## src/rtl/bam_pkg.sv

```systemverilog
// Purpose: shared types and constants for the byte alu and multiplier
// Assumes: one core clock, decoder drives one operation request at a time
// Notes: flag vector order is {s, v, n, z, c, h}
package bam_pkg;
  localparam int BAM_W = 8;
  localparam int BAM_CYC_SINGLE = 1;
  localparam int BAM_CYC_DOUBLE = 2;
  localparam logic [7:0] BAM_ALL_ONES = 8'hFF;
  localparam logic [5:0] BAM_FLAGS_RST = 6'h00;

  typedef enum logic [4:0] {
    BAM_OP_SUM      = 5'h00,
    BAM_OP_DIFF     = 5'h01,
    BAM_OP_AND      = 5'h02,
    BAM_OP_OR       = 5'h03,
    BAM_OP_XOR      = 5'h04,
    BAM_OP_CLRMASK  = 5'h05,
    BAM_OP_TEST     = 5'h06,
    BAM_OP_WSUM     = 5'h07,
    BAM_OP_WDIFF    = 5'h08,
    BAM_OP_MULU     = 5'h09,
    BAM_OP_PRODUCT_SIGNED     = 5'h0A,
    BAM_OP_PRODUCT_SIGNED_BY_UNSIGNED    = 5'h0B,
    BAM_OP_FMULU    = 5'h0C
  } bam_op_e;

  typedef struct packed {
    logic s;
    logic v;
    logic n;
    logic z;
    logic c;
    logic h;
  } bam_flags_s;

  // one request from the decoder
  typedef struct packed {
    bam_op_e op;
    logic use_carry;
    logic use_imm;
    logic [7:0] dst;
    logic [7:0] dst_hi;
    logic [7:0] src;
    logic [7:0] imm;
  } bam_req_s;

  // one result toward the register file
  typedef struct packed {
    logic wr_dst;
    logic wr_hi;
    logic wr_pair;
    logic [7:0] lo;
    logic [7:0] hi;
  } bam_res_s;
endpackage

```

## src/rtl/bam_mul.sv

```systemverilog
// Purpose: 8x8 multiplier with signed, mixed and fractional forms
// Assumes: operands stable while the request is held
// Notes: purely combinational; the caller registers the product
`timescale 1ns/1ps
module bam_mul (
  input wire logic [7:0] a,
  input wire logic [7:0] b,
  input wire logic a_signed,
  input wire logic b_signed,
  input wire logic frac,
  output logic [15:0] prod,
  output logic carry
);
  logic signed [17:0] full;
  // sign extend each operand by its own mode, then one signed product
  always_comb begin
    full = $signed({a_signed & a[7], a}) * $signed({b_signed & b[7], b});
    carry = full[15];
    prod = frac ? {full[14:0], 1'b0} : full[15:0];
  end
endmodule

```

## src/rtl/bam_alu.sv

```systemverilog
// Purpose: arithmetic, logic and multiply datapath of an 8-bit core
// Assumes: decoder holds req stable from start until done
// Notes: single ops finish at the next edge, word and multiply ops at the second
//
// Operation
// RL1 - register add, optional carry, ZCNVH, 1 cycle
// RL2 - word immediate add, ZCNVS, 2 cycles
// RL3 - register subtract, optional borrow, ZCNVH, 1 cycle
// RL4 - immediate subtract, optional borrow, ZCNVH, 1 cycle
// RL5 - word immediate subtract, ZCNVS, 2 cycles
// RL6 - conjunction reg or immediate, ZNV, 1 cycle
// RL7 - disjunction reg or immediate, ZNV, 1 cycle
// RL8 - exclusive disjunction of registers, ZNV, 1 cycle
// RL9 - clear or set bits by mask, ZNV
// RL10 - zero sign check, value kept, ZNV
// RL11 - integer products into product pair, ZC, 2 cycles
// RL12 - fractional product shifted left, ZC, 2 cycles
// RL13 - unaffected flags keep their values
`timescale 1ns/1ps
module bam_alu (
  input wire logic clk,
  input wire logic rstn,
  input wire logic start,
  input wire bam_pkg::bam_req_s req,
  output logic busy,
  output logic done,
  output bam_pkg::bam_res_s res,
  output bam_pkg::bam_flags_s flags
);
  import bam_pkg::*;

  typedef enum logic [1:0] {
    BAM_ST_IDLE = 2'b01,
    BAM_ST_SECOND = 2'b10
  } bam_state_e;

  bam_state_e state_r;
  bam_flags_s flags_r, flags_nxt;
  bam_res_s res_r, res_nxt;
  logic done_r;
  logic [7:0] opb, r8;
  logic [8:0] sum9;
  logic [4:0] half5;
  logic [15:0] w16, prod;
  logic [16:0] w17;
  logic mcarry, two_cycle, cin;

  function automatic logic is_double(input bam_op_e op);
    is_double = (op == BAM_OP_WSUM) || (op == BAM_OP_WDIFF) || (op == BAM_OP_MULU) ||
                (op == BAM_OP_PRODUCT_SIGNED) || (op == BAM_OP_PRODUCT_SIGNED_BY_UNSIGNED) || (op == BAM_OP_FMULU);
  endfunction

  assign two_cycle = is_double(req.op);
  assign opb = req.use_imm ? req.imm : req.src;
  assign cin = req.use_carry & flags_r.c;

  bam_mul u_mul (
    .a(req.dst),
    .b(req.src),
    .a_signed((req.op == BAM_OP_PRODUCT_SIGNED) || (req.op == BAM_OP_PRODUCT_SIGNED_BY_UNSIGNED)),
    .b_signed(req.op == BAM_OP_PRODUCT_SIGNED),
    .frac(req.op == BAM_OP_FMULU),
    .prod(prod),
    .carry(mcarry)
  );

  // result and flag computation, flags default to old values
  always_comb begin
    // RL13 unaffected flags hold
    flags_nxt = flags_r;
    res_nxt = '0;
    r8 = 8'h00;
    sum9 = 9'h000;
    half5 = 5'h00;
    w16 = 16'h0000;
    w17 = 17'h00000;
    unique case (req.op)
      // RL1 add with carry
      BAM_OP_SUM: begin
        sum9 = {1'b0, req.dst} + {1'b0, opb} + {8'h00, cin};
        half5 = {1'b0, req.dst[3:0]} + {1'b0, opb[3:0]} + {4'h0, cin};
        r8 = sum9[7:0];
        flags_nxt.c = sum9[8];
        flags_nxt.h = half5[4];
        flags_nxt.v = (req.dst[7] == opb[7]) && (r8[7] != req.dst[7]);
      end
      // RL3 RL4 subtract with borrow
      BAM_OP_DIFF: begin
        sum9 = {1'b0, req.dst} - {1'b0, opb} - {8'h00, cin};
        half5 = {1'b0, req.dst[3:0]} - {1'b0, opb[3:0]} - {4'h0, cin};
        r8 = sum9[7:0];
        flags_nxt.c = sum9[8];
        flags_nxt.h = half5[4];
        flags_nxt.v = (req.dst[7] != opb[7]) && (r8[7] != req.dst[7]);
      end
      // RL6 RL10 conjunction and zero sign check
      BAM_OP_AND, BAM_OP_TEST: r8 = req.dst & ((req.op == BAM_OP_TEST) ? req.dst : opb);
      // RL7 RL9 disjunction and set mask
      BAM_OP_OR: r8 = req.dst | opb;
      // RL8 exclusive disjunction
      BAM_OP_XOR: r8 = req.dst ^ opb;
      // RL9 clear mask
      BAM_OP_CLRMASK: r8 = req.dst & (BAM_ALL_ONES - req.imm);
      // RL2 RL5 word immediate
      BAM_OP_WSUM, BAM_OP_WDIFF: begin
        if (req.op == BAM_OP_WSUM) begin
          w17 = {1'b0, req.dst_hi, req.dst} + {9'h000, req.imm};
        end else begin
          w17 = {1'b0, req.dst_hi, req.dst} - {9'h000, req.imm};
        end
        w16 = w17[15:0];
        flags_nxt.c = w17[16];
        flags_nxt.v = (req.op == BAM_OP_WSUM) ? (~req.dst_hi[7] & w16[15])
                                              : (req.dst_hi[7] & ~w16[15]);
        flags_nxt.n = w16[15];
        flags_nxt.z = (w16 == 16'h0000);
        flags_nxt.s = flags_nxt.n ^ flags_nxt.v;
      end
      // RL11 RL12 products
      default: begin
        w16 = prod;
        flags_nxt.c = mcarry;
        flags_nxt.z = (prod == 16'h0000);
      end
    endcase
    if (!two_cycle) begin
      // RL6 logic ops clear v
      if (req.op != BAM_OP_SUM && req.op != BAM_OP_DIFF) begin
        flags_nxt.v = 1'b0;
      end
      flags_nxt.n = r8[7];
      flags_nxt.z = (r8 == 8'h00);
      res_nxt.wr_dst = (req.op != BAM_OP_TEST);
      res_nxt.lo = r8;
    end else begin
      res_nxt.lo = w16[7:0];
      res_nxt.hi = w16[15:8];
      res_nxt.wr_hi = (req.op == BAM_OP_WSUM) || (req.op == BAM_OP_WDIFF);
      res_nxt.wr_dst = res_nxt.wr_hi;
      res_nxt.wr_pair = !res_nxt.wr_hi;
    end
  end

  // sequencer, two-cycle ops spend one extra state
  always_ff @(posedge clk or negedge rstn) begin
    if (!rstn) begin
      state_r <= BAM_ST_IDLE;
    end else begin
      unique case (state_r)
        BAM_ST_IDLE: if (start && two_cycle) state_r <= BAM_ST_SECOND;
        BAM_ST_SECOND: state_r <= BAM_ST_IDLE;
      endcase
    end
  end

  // results and flags commit together on the final cycle
  always_ff @(posedge clk or negedge rstn) begin
    if (!rstn) begin
      flags_r <= BAM_FLAGS_RST;
      res_r <= '0;
      done_r <= 1'b0;
    end else begin
      done_r <= 1'b0;
      res_r.wr_dst <= 1'b0;
      res_r.wr_hi <= 1'b0;
      res_r.wr_pair <= 1'b0;
      if ((state_r == BAM_ST_IDLE && start && !two_cycle) || state_r == BAM_ST_SECOND) begin
        flags_r <= flags_nxt;
        res_r <= res_nxt;
        done_r <= 1'b1;
      end
    end
  end

  assign busy = (state_r == BAM_ST_SECOND);
  assign done = done_r;
  assign res = res_r;
  assign flags = flags_r;

  property p_single_one;
    @(posedge clk) disable iff (!rstn) (start && !busy && !two_cycle) |=> done;
  endproperty
  a_single_one: assert property (p_single_one) else $error("single op late"); // RL1

  property p_double_two;
    @(posedge clk) disable iff (!rstn) (start && !busy && two_cycle) |=> !done ##1 done;
  endproperty
  a_double_two: assert property (p_double_two) else $error("double op timing"); // RL11

  property p_mul_pair;
    @(posedge clk) disable iff (!rstn)
      (start && !busy && req.op == BAM_OP_MULU) |=> ##1 (res.wr_pair &&
        {res.hi, res.lo} == $past(req.dst, 2) * $past(req.src, 2));
  endproperty
  a_mul_pair: assert property (p_mul_pair) else $error("product wrong"); // RL11

  property p_add;
    @(posedge clk) disable iff (!rstn)
      (start && !busy && req.op == BAM_OP_SUM && !req.use_carry) |=>
        res.lo == 8'($past(req.dst) + $past(opb));
  endproperty
  a_add: assert property (p_add) else $error("sum wrong"); // RL1

  property p_sub_c;
    @(posedge clk) disable iff (!rstn)
      (start && !busy && req.op == BAM_OP_DIFF && !req.use_carry) |=>
        flags.c == ($past(req.dst) < $past(opb));
  endproperty
  a_sub_c: assert property (p_sub_c) else $error("borrow wrong"); // RL3

  property p_logic_v;
    @(posedge clk) disable iff (!rstn)
      (start && !busy && req.op inside {BAM_OP_AND, BAM_OP_OR, BAM_OP_XOR}) |=>
        !flags.v && flags.c == $past(flags.c) && flags.h == $past(flags.h);
  endproperty
  a_logic_v: assert property (p_logic_v) else $error("logic flags wrong"); // RL6

  property p_test_keep;
    @(posedge clk) disable iff (!rstn)
      (start && !busy && req.op == BAM_OP_TEST) |=>
        !res.wr_dst && flags.z == ($past(req.dst) == 8'h00);
  endproperty
  a_test_keep: assert property (p_test_keep) else $error("test wrote"); // RL10

  property p_mul_keep;
    @(posedge clk) disable iff (!rstn)
      (start && !busy && req.op == BAM_OP_MULU) |=> ##1 flags.n == $past(flags.n, 2);
  endproperty
  a_mul_keep: assert property (p_mul_keep) else $error("mul touched n"); // RL13

  c_single: cover property (@(posedge clk) disable iff (!rstn) start && !two_cycle ##1 done);
  c_word: cover property (@(posedge clk) disable iff (!rstn)
    start && req.op == BAM_OP_WSUM ##2 done);
  c_frac: cover property (@(posedge clk) disable iff (!rstn)
    start && req.op == BAM_OP_FMULU ##2 done);
endmodule

```

## config.mk

```make
export PLATFORM = sky130hd
export DESIGN_NAME = bam_alu
export DESIGN_NICKNAME = d
export VERILOG_FILES = /design/src/rtl/bam_pkg.sv /design/src/rtl/bam_mul.sv /design/src/rtl/bam_alu.sv
export SDC_FILE = /design/constraint.sdc
export NUM_CORES = 1
export LEC_CHECK = 0
export BUFFER_PORTS_ARGS = -buffer_cell sky130_fd_sc_hd__buf_2
export CAP_MARGIN = 10
export CORE_UTILIZATION = 30
export DETAILED_ROUTE_END_ITERATION = 8
export GPL_ROUTABILITY_DRIVEN = 0
export SLEW_MARGIN = 0
export SYNTH_ARGS = -nofsm -noshare
export SYNTH_HDL_FRONTEND = slang
export SYNTH_SLANG_ARGS = --single-unit
```

## constraint.sdc

```tcl
create_clock -name clk -period 6.1 [get_ports clk]
set_clock_uncertainty 0.2 [all_clocks]
set_input_delay 0.915 -clock clk [delete_from_list [all_inputs] [get_ports clk]]
set_output_delay 0.915 -clock clk [all_outputs]
set_load 0.03 [all_outputs]
```

# Yosys cells after proc, flatten, opt, wreduce, memory -nomap -nowiden
# Index checks and enable logic that the tools add are counted.
# op_classes
eq_ne	23
multipliers	1
muxes	23
add_sub_neg	11
n_reduce_logical	30
bitwise_logic	13
# op_table
cell	n
$pmux 8 s6	1
$mux 17	2
$logic_not 16->1	2
$mux 8	4
$pmux 16 s2	1
$eq 5x4->1 const B	5
$eq 5x3->1 const B	4
$mux 19	1
$add 16x8->17	1
$sub 16x8->17	1
$and 8x8->8	2
$mul 9x9->16	1
$mux 16	1
$eq 5x2->1 const B	2
$reduce_and 2->1	5
$add 8x8->9	1
$add 9x1->9	1
$sub 8x8->9	1
$sub 9x1->9	1
$logic_not 8->1	1
$or 8x8->8	1
$sub 8x8->8 const A	1
$xor 8x8->8	1
$logic_or 1x1->1	7
31 further kinds	53
# totals
ff_bits	28
word_cells	114
out_inout_bits	27

# Logic depth before layout (Yosys ltp)
# Gate-level depths: netlist of run 1.
# depth
depth_word	10
mapped_depth	22
ltp_nobuf	21

# Modules after synthesis
# A second synthesis of run 1 with hierarchy kept.
# hier_totals
hier_cells	846
hier_area_um2	6834.1
# modules_own_cells
module	n_inst	area_per_inst_um2	seq_area_each_um2	cells_each
bam_alu	1	3948.8	701.9	514
bam_mul	1	2885.3	0.0	332

# Least setup slack after synthesis of run 1
# Ideal clock, no wire load.
# synth_timing
path_kind	input to register
start	input port req[37] (netlist bit)
end	register flags_r, in the netlist flags[2]
required_time_ns	5.831
t_arrival_ns	6.544
slack_ns	-0.713
setup_ns	0.069
stages	21
cell_sequence	buf_1 -> and4bb_2 -> and2_1 -> nand2_1 -> fa_1 -> fa_1 -> inv_1 -> fa_1 -> fa_1 -> inv_1 -> fa_1 -> inv_1 -> ha_1 -> and3_1 -> a221oi_1 -> xnor2_1 -> nor2_1 -> or4_1 -> a2111oi_0 -> a41oi_1 -> nand3_1
# synth_via
elab_chain_cells	10
word_cells_on_any_way	41
classes_between	1 x mul; 13 x eq/ne; 7 x mux; 3 x bitwise; 17 x reduce/logical
# synth_rtl
element	line	source
start, declared	bam_alu.sv:24	input wire bam_pkg::bam_req_s req,
branches (longest 10 deep; another with $mul 9x9->16)	n/a	
end signal, assigned	bam_alu.sv:168	flags_r <= flags_nxt;
end, declared	bam_alu.sv:38	bam_flags_s flags_r, flags_nxt;
# Parallel ways; which one is timed is not known. The select of a mux whose other input is x is not followed.
# A chain may end at the register's enable or synchronous reset.

# Worst setup path after layout of run 1
# layout_timing
start	input port req[38] (netlist bit)
end	register flags_r, in the netlist flags[2]
# Same word-level chain as after synthesis.

==> flow_summary.ini, run 1 <==
[layout]
final_cells = 1267
n_antenna_cell = 0
area_growth_pct = 21.31
final_common_cell = inv_1
drive_gt1_share_pct = 21.79
final_cell_mix = 124 x inv_1, 78 x nand2_1, 76 x buf_4, 74 x ha_1
final_core_util_pct = 37.16
nets = 1173

[setup_path]
crit_type = in -> reg
cp_max_fo = 6
regToRegEndpoint = flags[2]
cp-startpoint = req[38]
rr_startpoint = flags[1]
rr_worst_depth = 12
crit_end = flags[2]
endpoint_kind = register
critPathArrivalTime_ns = 6.05
worstPathRequired_ns = 6.09
r2r_slack_ns = 2.26
start_kind = input port

[yosys]
yosys_warnings = 0
async_flop_share_pct = 100.0
synthFlopType = dfrtp_1
syn_inst = 867
syn_area_sq_mm = 0.006957
synth_edf_count = 0
seq_area_frac_synth_pct = 10.09
yosys_register_bits = 28
synth_nets = 1057
avgSynthCellArea_sq_um = 8.024
synth_cell_types = 79

[drt]
drcViolationCount = 0
num_vias = 6544
drt_wl_total_um = 21210
dr.first_iter.drc_count = 414
vias_per_cell = 5.165
drtPass1Iterations = 5
routed-wl-met3_um = 1260
ant_nets = 0
wl_per_cell_um = 16.74
wirelength_met1_um = 10190
met2_length_um = 9521
highest-signal-layer = met4

[power_and_ir_drop]
swShare_pct = 50.30
clock_power_share_pct = 6.5
ir_drop_mv = 0.1961
p_seq_share_pct = 12.3
p_leak_nw = 4.044
pwr-share-comb_pct = 81.2
p_sw_w = 0.001260
internal_power_w = 0.001245
finalPower_w = 0.002505
p_per_area_mw_per_mm2 = 296.8

[global_routing]
grt_remaining_overflow = 0
grt_max_degree = 29
grt_pass1_wl_um = 33710
grt_util_all_layers_pct = 17.62
antenna_found_initial = 0
grt_pass1_vias = 6426

[place]
dpl_worst_slack_ns = -0.3330
place_inst = 1260
dp.final_hpwl_um = 18090
io_buffers = 68

[sta]
report.final.slew_viol_count = 0
hold_violations = 0
fin_crit_sh_pct = 99.34
fmax_ghz = 0.1650
tns_ns = 0
rsz0062_at_grt = true
finalSetupViolCount = 0
worst_pin_slew_ns = 0.9560
slew_headroom_pct = 36.27
fin_crit_ns = 6.060
setup_ws_ns = 0.04014

[floorplan]
core_area_sq_mm = 0.02271
ioPinCount = 69
die_area_sq_mm = 0.02380
rows = 55
die_x_um = 154.3
start_util_pct = 30.63
die_height_um = 154.3

[outcome]
outcome = finished, final reports clean

[clocking]
tritoncts = built
cts_buffers = 3
h-tree-depth = 1
hold_buffers = 0
cts.sinks = 28
cts-root-buf = clkbuf_16
clk_pin_slew_worst_paths_ns = 0.06
insertion_delay_ns = 0.26
cts_buffer_depth = 2

[job]
maxCapViolations = 0

[hold_path]
min_path_type = reg -> reg
[sequential cells by signal (all words and copies together) (netlist names)]
signal and cells:
done 1, flags 6, res 19, state_r 2
[critical path, stage by stage]
cell       delay, ns
buf_8           0.10
and4bb_4        0.38
and2_4          0.18
nand2_4         0.06
fa_1            0.45
fa_1            0.50
inv_2           0.04
fa_1            0.46
fa_1            0.49
inv_1           0.05
fa_1            0.48
inv_2           0.04
ha_4            0.27
a21oi_2         0.05
xnor2_1         0.14
or4_1           0.41
or4_4           0.53
a2111oi_4       0.23
a41oi_2         0.16
nand3_1         0.09
[what timing repair did]
action | 4_1_cts | 5_1_grt
endpoints found under the setup margin | 3 | 6
buffers inserted | 1 | 3
gates resized for setup | 2 | 30
pin swaps | 4 | 14
[cells by family (layout without fill, tap and decap cells)]
logic type	count (synthesis)	count (layout)	share of synthesized area (%)
multiplexers	18	18	2.644
XOR/XNOR	48	48	6.151
buffers and inverters	163	278	8.885
flip-flops	28	28	10.09
adder cells (fa/ha/maj)	149	149	34.12
AO/OA/AOI/OAI	190	190	18.15
AND/OR/NAND/NOR	271	271	19.96
[synthesized netlist by cell type, types with 5 or more instances]
cell	count	area (sq um)
inv_1	128	480.5
ha_1	80	1001
nand2_1	80	300.3
fa_1	68	1361
nor2_1	46	172.7
a21oi_1	44	220.2
o21ai_0	44	220.2
and2_1	39	244.0
xnor2_1	33	289.0
clkbuf_1	29	108.9
dfrtp_1	27	675.7
nand3_1	24	120.1
mux2i_1	15	150.1
nor3_1	14	70.07
xor2_1	14	122.6
a31oi_1	13	81.33
or3_1	9	56.30
a21o_1	8	60.06
nor2b_1	8	50.05
o211ai_1	7	52.55
o22ai_1	7	43.79
a22o_1	6	52.55
and3_1	6	37.54
nor4_1	6	37.54
o21a_1	6	45.04
a211oi_1	5	37.54
buf_2	5	25.02
nand2b_1	5	31.28
or4_1	5	37.54
[power by group through the flow]
| stage | clock (W) | combinational [W] | sequential [W] |
|---|---|---|---|
| 3_3_place_gp | 0 | 0.00184 | 0.000311 |
| 3_5_place_dp | 0 | 0.00185 | 0.000311 |
| 4_1_cts | 0.000166 | 0.00187 | 0.000308 |
| 2_1_floorplan | 0 | 0.00111 | 0.000429 |
| 5_1_grt | 0.000169 | 0.00226 | 0.000315 |
| 6_report | 0.000163 | 0.00203 | 0.000307 |
[final cells by class]
cell class              instances  area, sq um
fillers                      2377        14270
multi-input cells             676         5859
inverters                     128        480.5
well taps                     285        356.6
clock buffers                   4        88.84
flip-flops and latches         28        701.9
repair buffers                146        952.2
[how the worst min path moves through the flow]
stage	end	cells after the start	slack, ns	start
after floorplan	state_r[1]	2	0.36	state_r[1]
after global placement	res[10]	2	0.27	res[10]
after detailed placement	res[10]	2	0.27	res[10]
after CTS	res[10]	2	0.29	res[10]
after global routing	res[4]	1	0.32	res[4]
final	res[10]	2	0.29	res[10]
[routing by layer]
layer | up-vias | GRT usage [%]
met4 | 0 | 2.263
met5 | - | 0
met3 | 16 | 1.961
met2 | 187 | 28.81
met1 | 3170 | 25.49
li1 | 3171 | -
[per-stage QoR]
step / hold slack, ns / instance area (sq um)
after floorplan: 0.3571 / 7032
after global placement: 0.2749 / 8162
after detailed placement: 0.2730 / 8162
after CTS: 0.2880 / 8267
after global routing: 0.3247 / 8439
final: 0.2895 / 8439
Power figures use the tool's default switching activity.
==> run 2: changes to the inputs <==
--- a/config.mk
+++ b/config.mk
@@ -5,6 +5,7 @@
 export SDC_FILE = /design/constraint.sdc
 export NUM_CORES = 1
 export LEC_CHECK = 0
+export ABC_AREA = 1
 export BUFFER_PORTS_ARGS = -buffer_cell sky130_fd_sc_hd__buf_2
 export CAP_MARGIN = 10
 export CORE_UTILIZATION = 30
==> flow_summary.ini, run 2 <==
[hold_path]
min_path_type = reg -> reg

[yosys]
yosysMostFrequentCell = nand2_1
synth_commonest_cells = 261 x nand2_1, 241 x inv_1, 80 x ha_1, 68 x fa_1, 64 x nor2_1
yosys_register_bits = 28
syn_inst = 1076
synth_area_leaders = fa_1 19%, ha_1 14%, nand2_1 13%
synth_nets = 1266
syn_area_sq_mm = 0.007258
yosys_warnings = 0
synth_edf_count = 0
yosysTopAreaCell = fa_1
async_flop_share_pct = 100.0
avgSynthCellArea_sq_um = 6.746
seq_area_frac_synth_pct = 9.671
synthFlopType = dfrtp_1
synth_top_area_share_pct = 18.76
synth_cell_types = 48

[sta]
finalSetupViolCount = 0
worst_hold_slack_ns = 0.2752
hold_violations = 0
fmax_ghz = 0.1693
fin_crit_sh_pct = 96.83
rsz0062_at_grt = true
fin_crit_ns = 5.907
worst_pin_slew_ns = 0.9411
slew_headroom_pct = 36.68
report.final.slew_viol_count = 0

[place]
io_buffers = 68
dp.final_hpwl_um = 19090

[drt]
drtPass1Iterations = 5
wl_per_cell_um = 14.91
drt_wl_total_um = 22620
num_vias = 7198
drcViolationCount = 0
vias_per_cell = 4.745
dr.first_iter.drc_count = 493
ant_nets = 0

[floorplan]
die_x_um = 157.5
die_area_sq_mm = 0.02482
core_area_sq_mm = 0.02361
ioPinCount = 69
start_util_pct = 30.74
rows = 56
die_height_um = 157.5

[layout]
drive_gt1_share_pct = 21.04
fillCellCount = 2509
area_growth_pct = 22.29
final_cell_mix = 251 x nand2_1, 232 x inv_1, 77 x buf_4, 69 x ha_1, 67 x fa_1
largest_register_ffs = 19
final_common_cell = nand2_1
n_antenna_cell = 0
nets = 1389

[clocking]
clk_pin_slew_worst_paths_ns = 0.07
cts_buffers = 3
tritoncts = built
cts_buffer_depth = 2
cts.sinks = 28
insertion_delay_ns = 0.26
hold_buffers = 0
h-tree-depth = 1
cts-root-buf = clkbuf_16

[power_and_ir_drop]
ir_drop_mv = 0.2091
p_leak_nw = 4.931
finalPower_w = 0.002601
p_per_area_mw_per_mm2 = 293.0

[setup_path]
crit_type = in -> reg
worstPathRequired_ns = 6.05
cp_slowest_cell = fa_1
start_kind = input port
cp_max_fo = 5
crit_top_cell = fa_1
endpoint_kind = register
critPathArrivalTime_ns = 5.86
critical_path.max_stage_delay_ns = 0.54

[global_routing]
antenna_found_initial = 0
grt_pass1_wl_um = 35470
grt_pass1_vias = 6817
grt_max_degree = 29
grt_util_all_layers_pct = 18.25
grt_remaining_overflow = 0

[job]
maxCapViolations = 0

[outcome]
outcome = finished, final reports clean
## run 2: worst paths after layout
| kind | from | slack [ns] | to | cells past startpoint |
|---|---|---|---|---|
| min reg2reg | res[13] | 0.28 | res[13] | 2 |
| max in group asynchronous | rstn | 4.84 | res[13] | 1 |
| min | res[13] | 0.28 | res[13] | 2 |
| max reg2reg | flags[1] | 2.39 | flags[2] | 16 |
| max | req[37] | 0.19 | flags[2] | 30 |
| min in group asynchronous | rstn | 0.46 | res[0] | 1 |
## run 2: worst max-delay path, delay by kind of cell
family | cells | cell delay, ns
AO/OA/AOI/OAI | 4 | 0.50
adder cells (fa/ha/maj) | 6 | 2.77
buffers and inverters | 6 | 0.31
AND/OR/NAND/NOR | 14 | 1.36
## run 2: layout make-up
class                   instances  area [sq um]  area share (%)
well taps                     319         399.1           4.497
repair buffers                147         957.2           10.78
inverters                     253         957.2           10.78
flip-flops and latches         28         701.9           7.908
clock buffers                   4         88.84           1.001
multi-input cells             766          5772           65.03
## run 2: cells by family (layout without fill, tap and decap cells)
logic type / count (synthesis) / count (layout) / share of synthesized area (%)
AOI/OAI and AO/OA: 156 / 156 / 12.89
xor gates and xnor gates: 24 / 24 / 2.896
adders and majority gates: 148 / 148 / 32.55
buffers and inverters: 282 / 404 / 15.15
DFF: 28 / 28 / 9.671
and+or+nand+nor: 438 / 438 / 26.84
## run 2: metrics by stage
| stage | utilization [%] | TNS, ns | std cells | area, sq um | worst slack (ns) |
|---|---|---|---|---|---|
| floorplan | - | 0 | 1076 | 7264 | 0.004119 |
| global placement | 35.55 | -1.771 | 1506 | 8394 | -0.3053 |
| detailed placement | 35.55 | -2.311 | 1506 | 8394 | -0.3613 |
| CTS | 35.94 | 0 | 1510 | 8486 | 0.01094 |
| global route | 37.59 | -0.1298 | 1517 | 8876 | -0.08383 |
| finish | 37.59 | 0 | 1517 | 8876 | 0.1932 |
## run 2: timing repair
action                                  in CTS  in global routing
gates resized for setup                      2                 74
endpoints found under the setup margin       4                  9
gates cloned                                 0                  0
pin swaps                                    0                 33
buffers inserted                             0                  7
## run 2: power by group
part / switching, W / internal, W
registers: 0.0000437 / 0.000264
clock network: 0.0000613 / 0.000101
logic: 0.00123 / 0.000903
## run 2: routing by layer
layer	vias to the layer above	global-route usage [%]	share of wire, %
li1	3607	-	-
met1	3346	24.76	46
met2	212	30.66	47
met3	33	1.514	4.9
met4	0	5.409	2.9
met5	-	0	0
==> run 3: changes to the inputs <==
--- a/config.mk
+++ b/config.mk
@@ -8,9 +8,11 @@
 export ABC_AREA = 1
 export BUFFER_PORTS_ARGS = -buffer_cell sky130_fd_sc_hd__buf_2
 export CAP_MARGIN = 10
+export CORE_MARGIN = 3
 export CORE_UTILIZATION = 30
 export DETAILED_ROUTE_END_ITERATION = 8
 export GPL_ROUTABILITY_DRIVEN = 0
+export HOLD_SLACK_MARGIN = 0.15
 export SLEW_MARGIN = 0
 export SYNTH_ARGS = -nofsm -noshare
 export SYNTH_HDL_FRONTEND = slang
==> flow_summary.ini, run 3 (synthesis gave the netlist of run 2 again) <==
[outcome]
outcome = finished, final reports clean

[floorplan]
start_util_pct = 30.74
die_height_um = 161.5
rows = 56
core_area_sq_mm = 0.02361
ioPinCount = 69
die_area_sq_mm = 0.02610
die_x_um = 161.5

[sta]
slew_headroom_pct = 32.36
hold_violations = 0
fin_crit_sh_pct = 96.64
worst_hold_slack_ns = 0.2858
fmax_ghz = 0.1696
worst_pin_slew_ns = 1.005
report.final.slew_viol_count = 0
setup_ws_ns = 0.2049
finalSetupViolCount = 0
fin_crit_ns = 5.895
rsz0062_at_grt = true

[layout]
drive_gt1_share_pct = 21.74
final_common_cell = nand2_1
fillCellCount = 2500
layout.area.seq_sq_um = 701.9
final_cell_mix = 247 x nand2_1, 234 x inv_1, 75 x buf_4, 70 x ha_1, 67 x fa_1
n_antenna_cell = 0
area_growth_pct = 22.88
nets = 1387
largest_register_ffs = 19
fin_area_sq_mm = 0.008919
multiInputGateArea_sq_mm = 0.005839
final_cells = 1515

[setup_path]
regToRegEndpoint = flags[2]
critPathArrivalTime_ns = 5.88
crit_top_cell = nand2_1
r2r_slack_ns = 2.42
critical_path.max_stage_delay_ns = 0.53
rr_worst_depth = 16
rr_startpoint = flags[1]
cp_max_fo = 5
endpoint_kind = register
cp_slowest_cell = fa_1
start_kind = input port
crit_type = in -> reg
worstPathRequired_ns = 6.09

[clocking]
insertion_delay_ns = 0.26
cts.sinks = 28
hold_buffers = 0
clk_pin_slew_worst_paths_ns = 0.07
cts_buffers = 3
cts-root-buf = clkbuf_16
h-tree-depth = 1
cts_buffer_depth = 2
tritoncts = built

[drt]
dr.first_iter.drc_count = 535
wl_per_cell_um = 15.02
drt_wl_total_um = 22750
drtPass1Iterations = 5
drcViolationCount = 0
num_vias = 7232
vias_per_cell = 4.774
ant_nets = 0

[place]
dp.final_hpwl_um = 19310
dpl_worst_slack_ns = -0.3603
io_buffers = 68
place_inst = 1505
dpl_cell_area_sq_mm = 0.008387

[job]
maxCapViolations = 0

[global_routing]
grt_max_degree = 29
grt_pass1_vias = 6861
grt_pass1_wl_um = 35580
grt_remaining_overflow = 0
grt_util_all_layers_pct = 16.78
antenna_found_initial = 0

[hold_path]
min_path_type = reg -> reg
hold_end = res[13]
whs_path_depth = 2
min_from = res[13]

[power_and_ir_drop]
ir_drop_mv = 0.2377
finalPower_w = 0.002609
p_leak_nw = 4.907
p_per_area_mw_per_mm2 = 292.5
## run 3: cell types whose count changed in the layout (fill, tap and decap cells not counted), sizes merged
cell  before  now
buf      147  145
## run 3: how the worst max path moves through the flow
stage	start	end	slack (ns)
floorplan	req[37]	flags[2]	0.004
global placement	req[35]	flags[2]	-0.29
detailed placement	req[35]	flags[2]	-0.36
CTS	req[34]	flags[2]	0.009
global route	req[37]	flags[2]	-0.06
finish	req[37]	flags[2]	0.20
## run 3: final cells by class
class	instances	area share (%)
Sequential cell	28	7.870
Clock buffer	4	0.8838
Timing Repair Buffer	145	10.56
Tap cell	319	4.475
Inverter	253	10.73
Multi-Input combinational cell	766	65.47
## run 3: critical path: cells and delay by family
kind | cells | cell delay, ns
AND/OR/NAND/NOR | 14 | 1.32
buffers and inverters | 8 | 0.73
adder cells (fa/ha/maj) | 6 | 2.48
AO/OA/AOI/OAI | 3 | 0.43
## run 3: repair_timing
action,4_1_cts,5_1_grt
cloned,0,0
endpoints found under the setup margin,5,9
buffers inserted,0,6
pin swaps,0,41
gates resized for setup,2,93
## run 3: per-stage QoR
step           util [%]  setup TNS (ns)
6_report          37.77               0
2_1_floorplan         -               0
4_1_cts           35.88               0
5_1_grt           37.77        -0.06879
3_3_place_gp      35.52          -1.811
3_5_place_dp      35.52          -2.445
## run 3: report_power, final
part           leakage, nW  total [W]  internal (W)  switching, W
Clock               0.0382   0.000149     0.0000895     0.0000595
Combinational         4.51    0.00215      0.000893       0.00126
Sequential           0.361   0.000308      0.000264     0.0000439
Total                 4.91    0.00261       0.00125       0.00136
## run 3: metal layers
layer / up-vias / global-route usage [%] / wire length (um) / share of wire, %
met1: 3406 / 23.69 / 10540 / 46
met2: 195 / 28.57 / 10750 / 47
met5: - / 0 / 0 / 0
li1: 3603 / - / - / -
met4: 0 / 3.989 / 535 / 2.4
met3: 28 / 0.5130 / 926 / 4.1
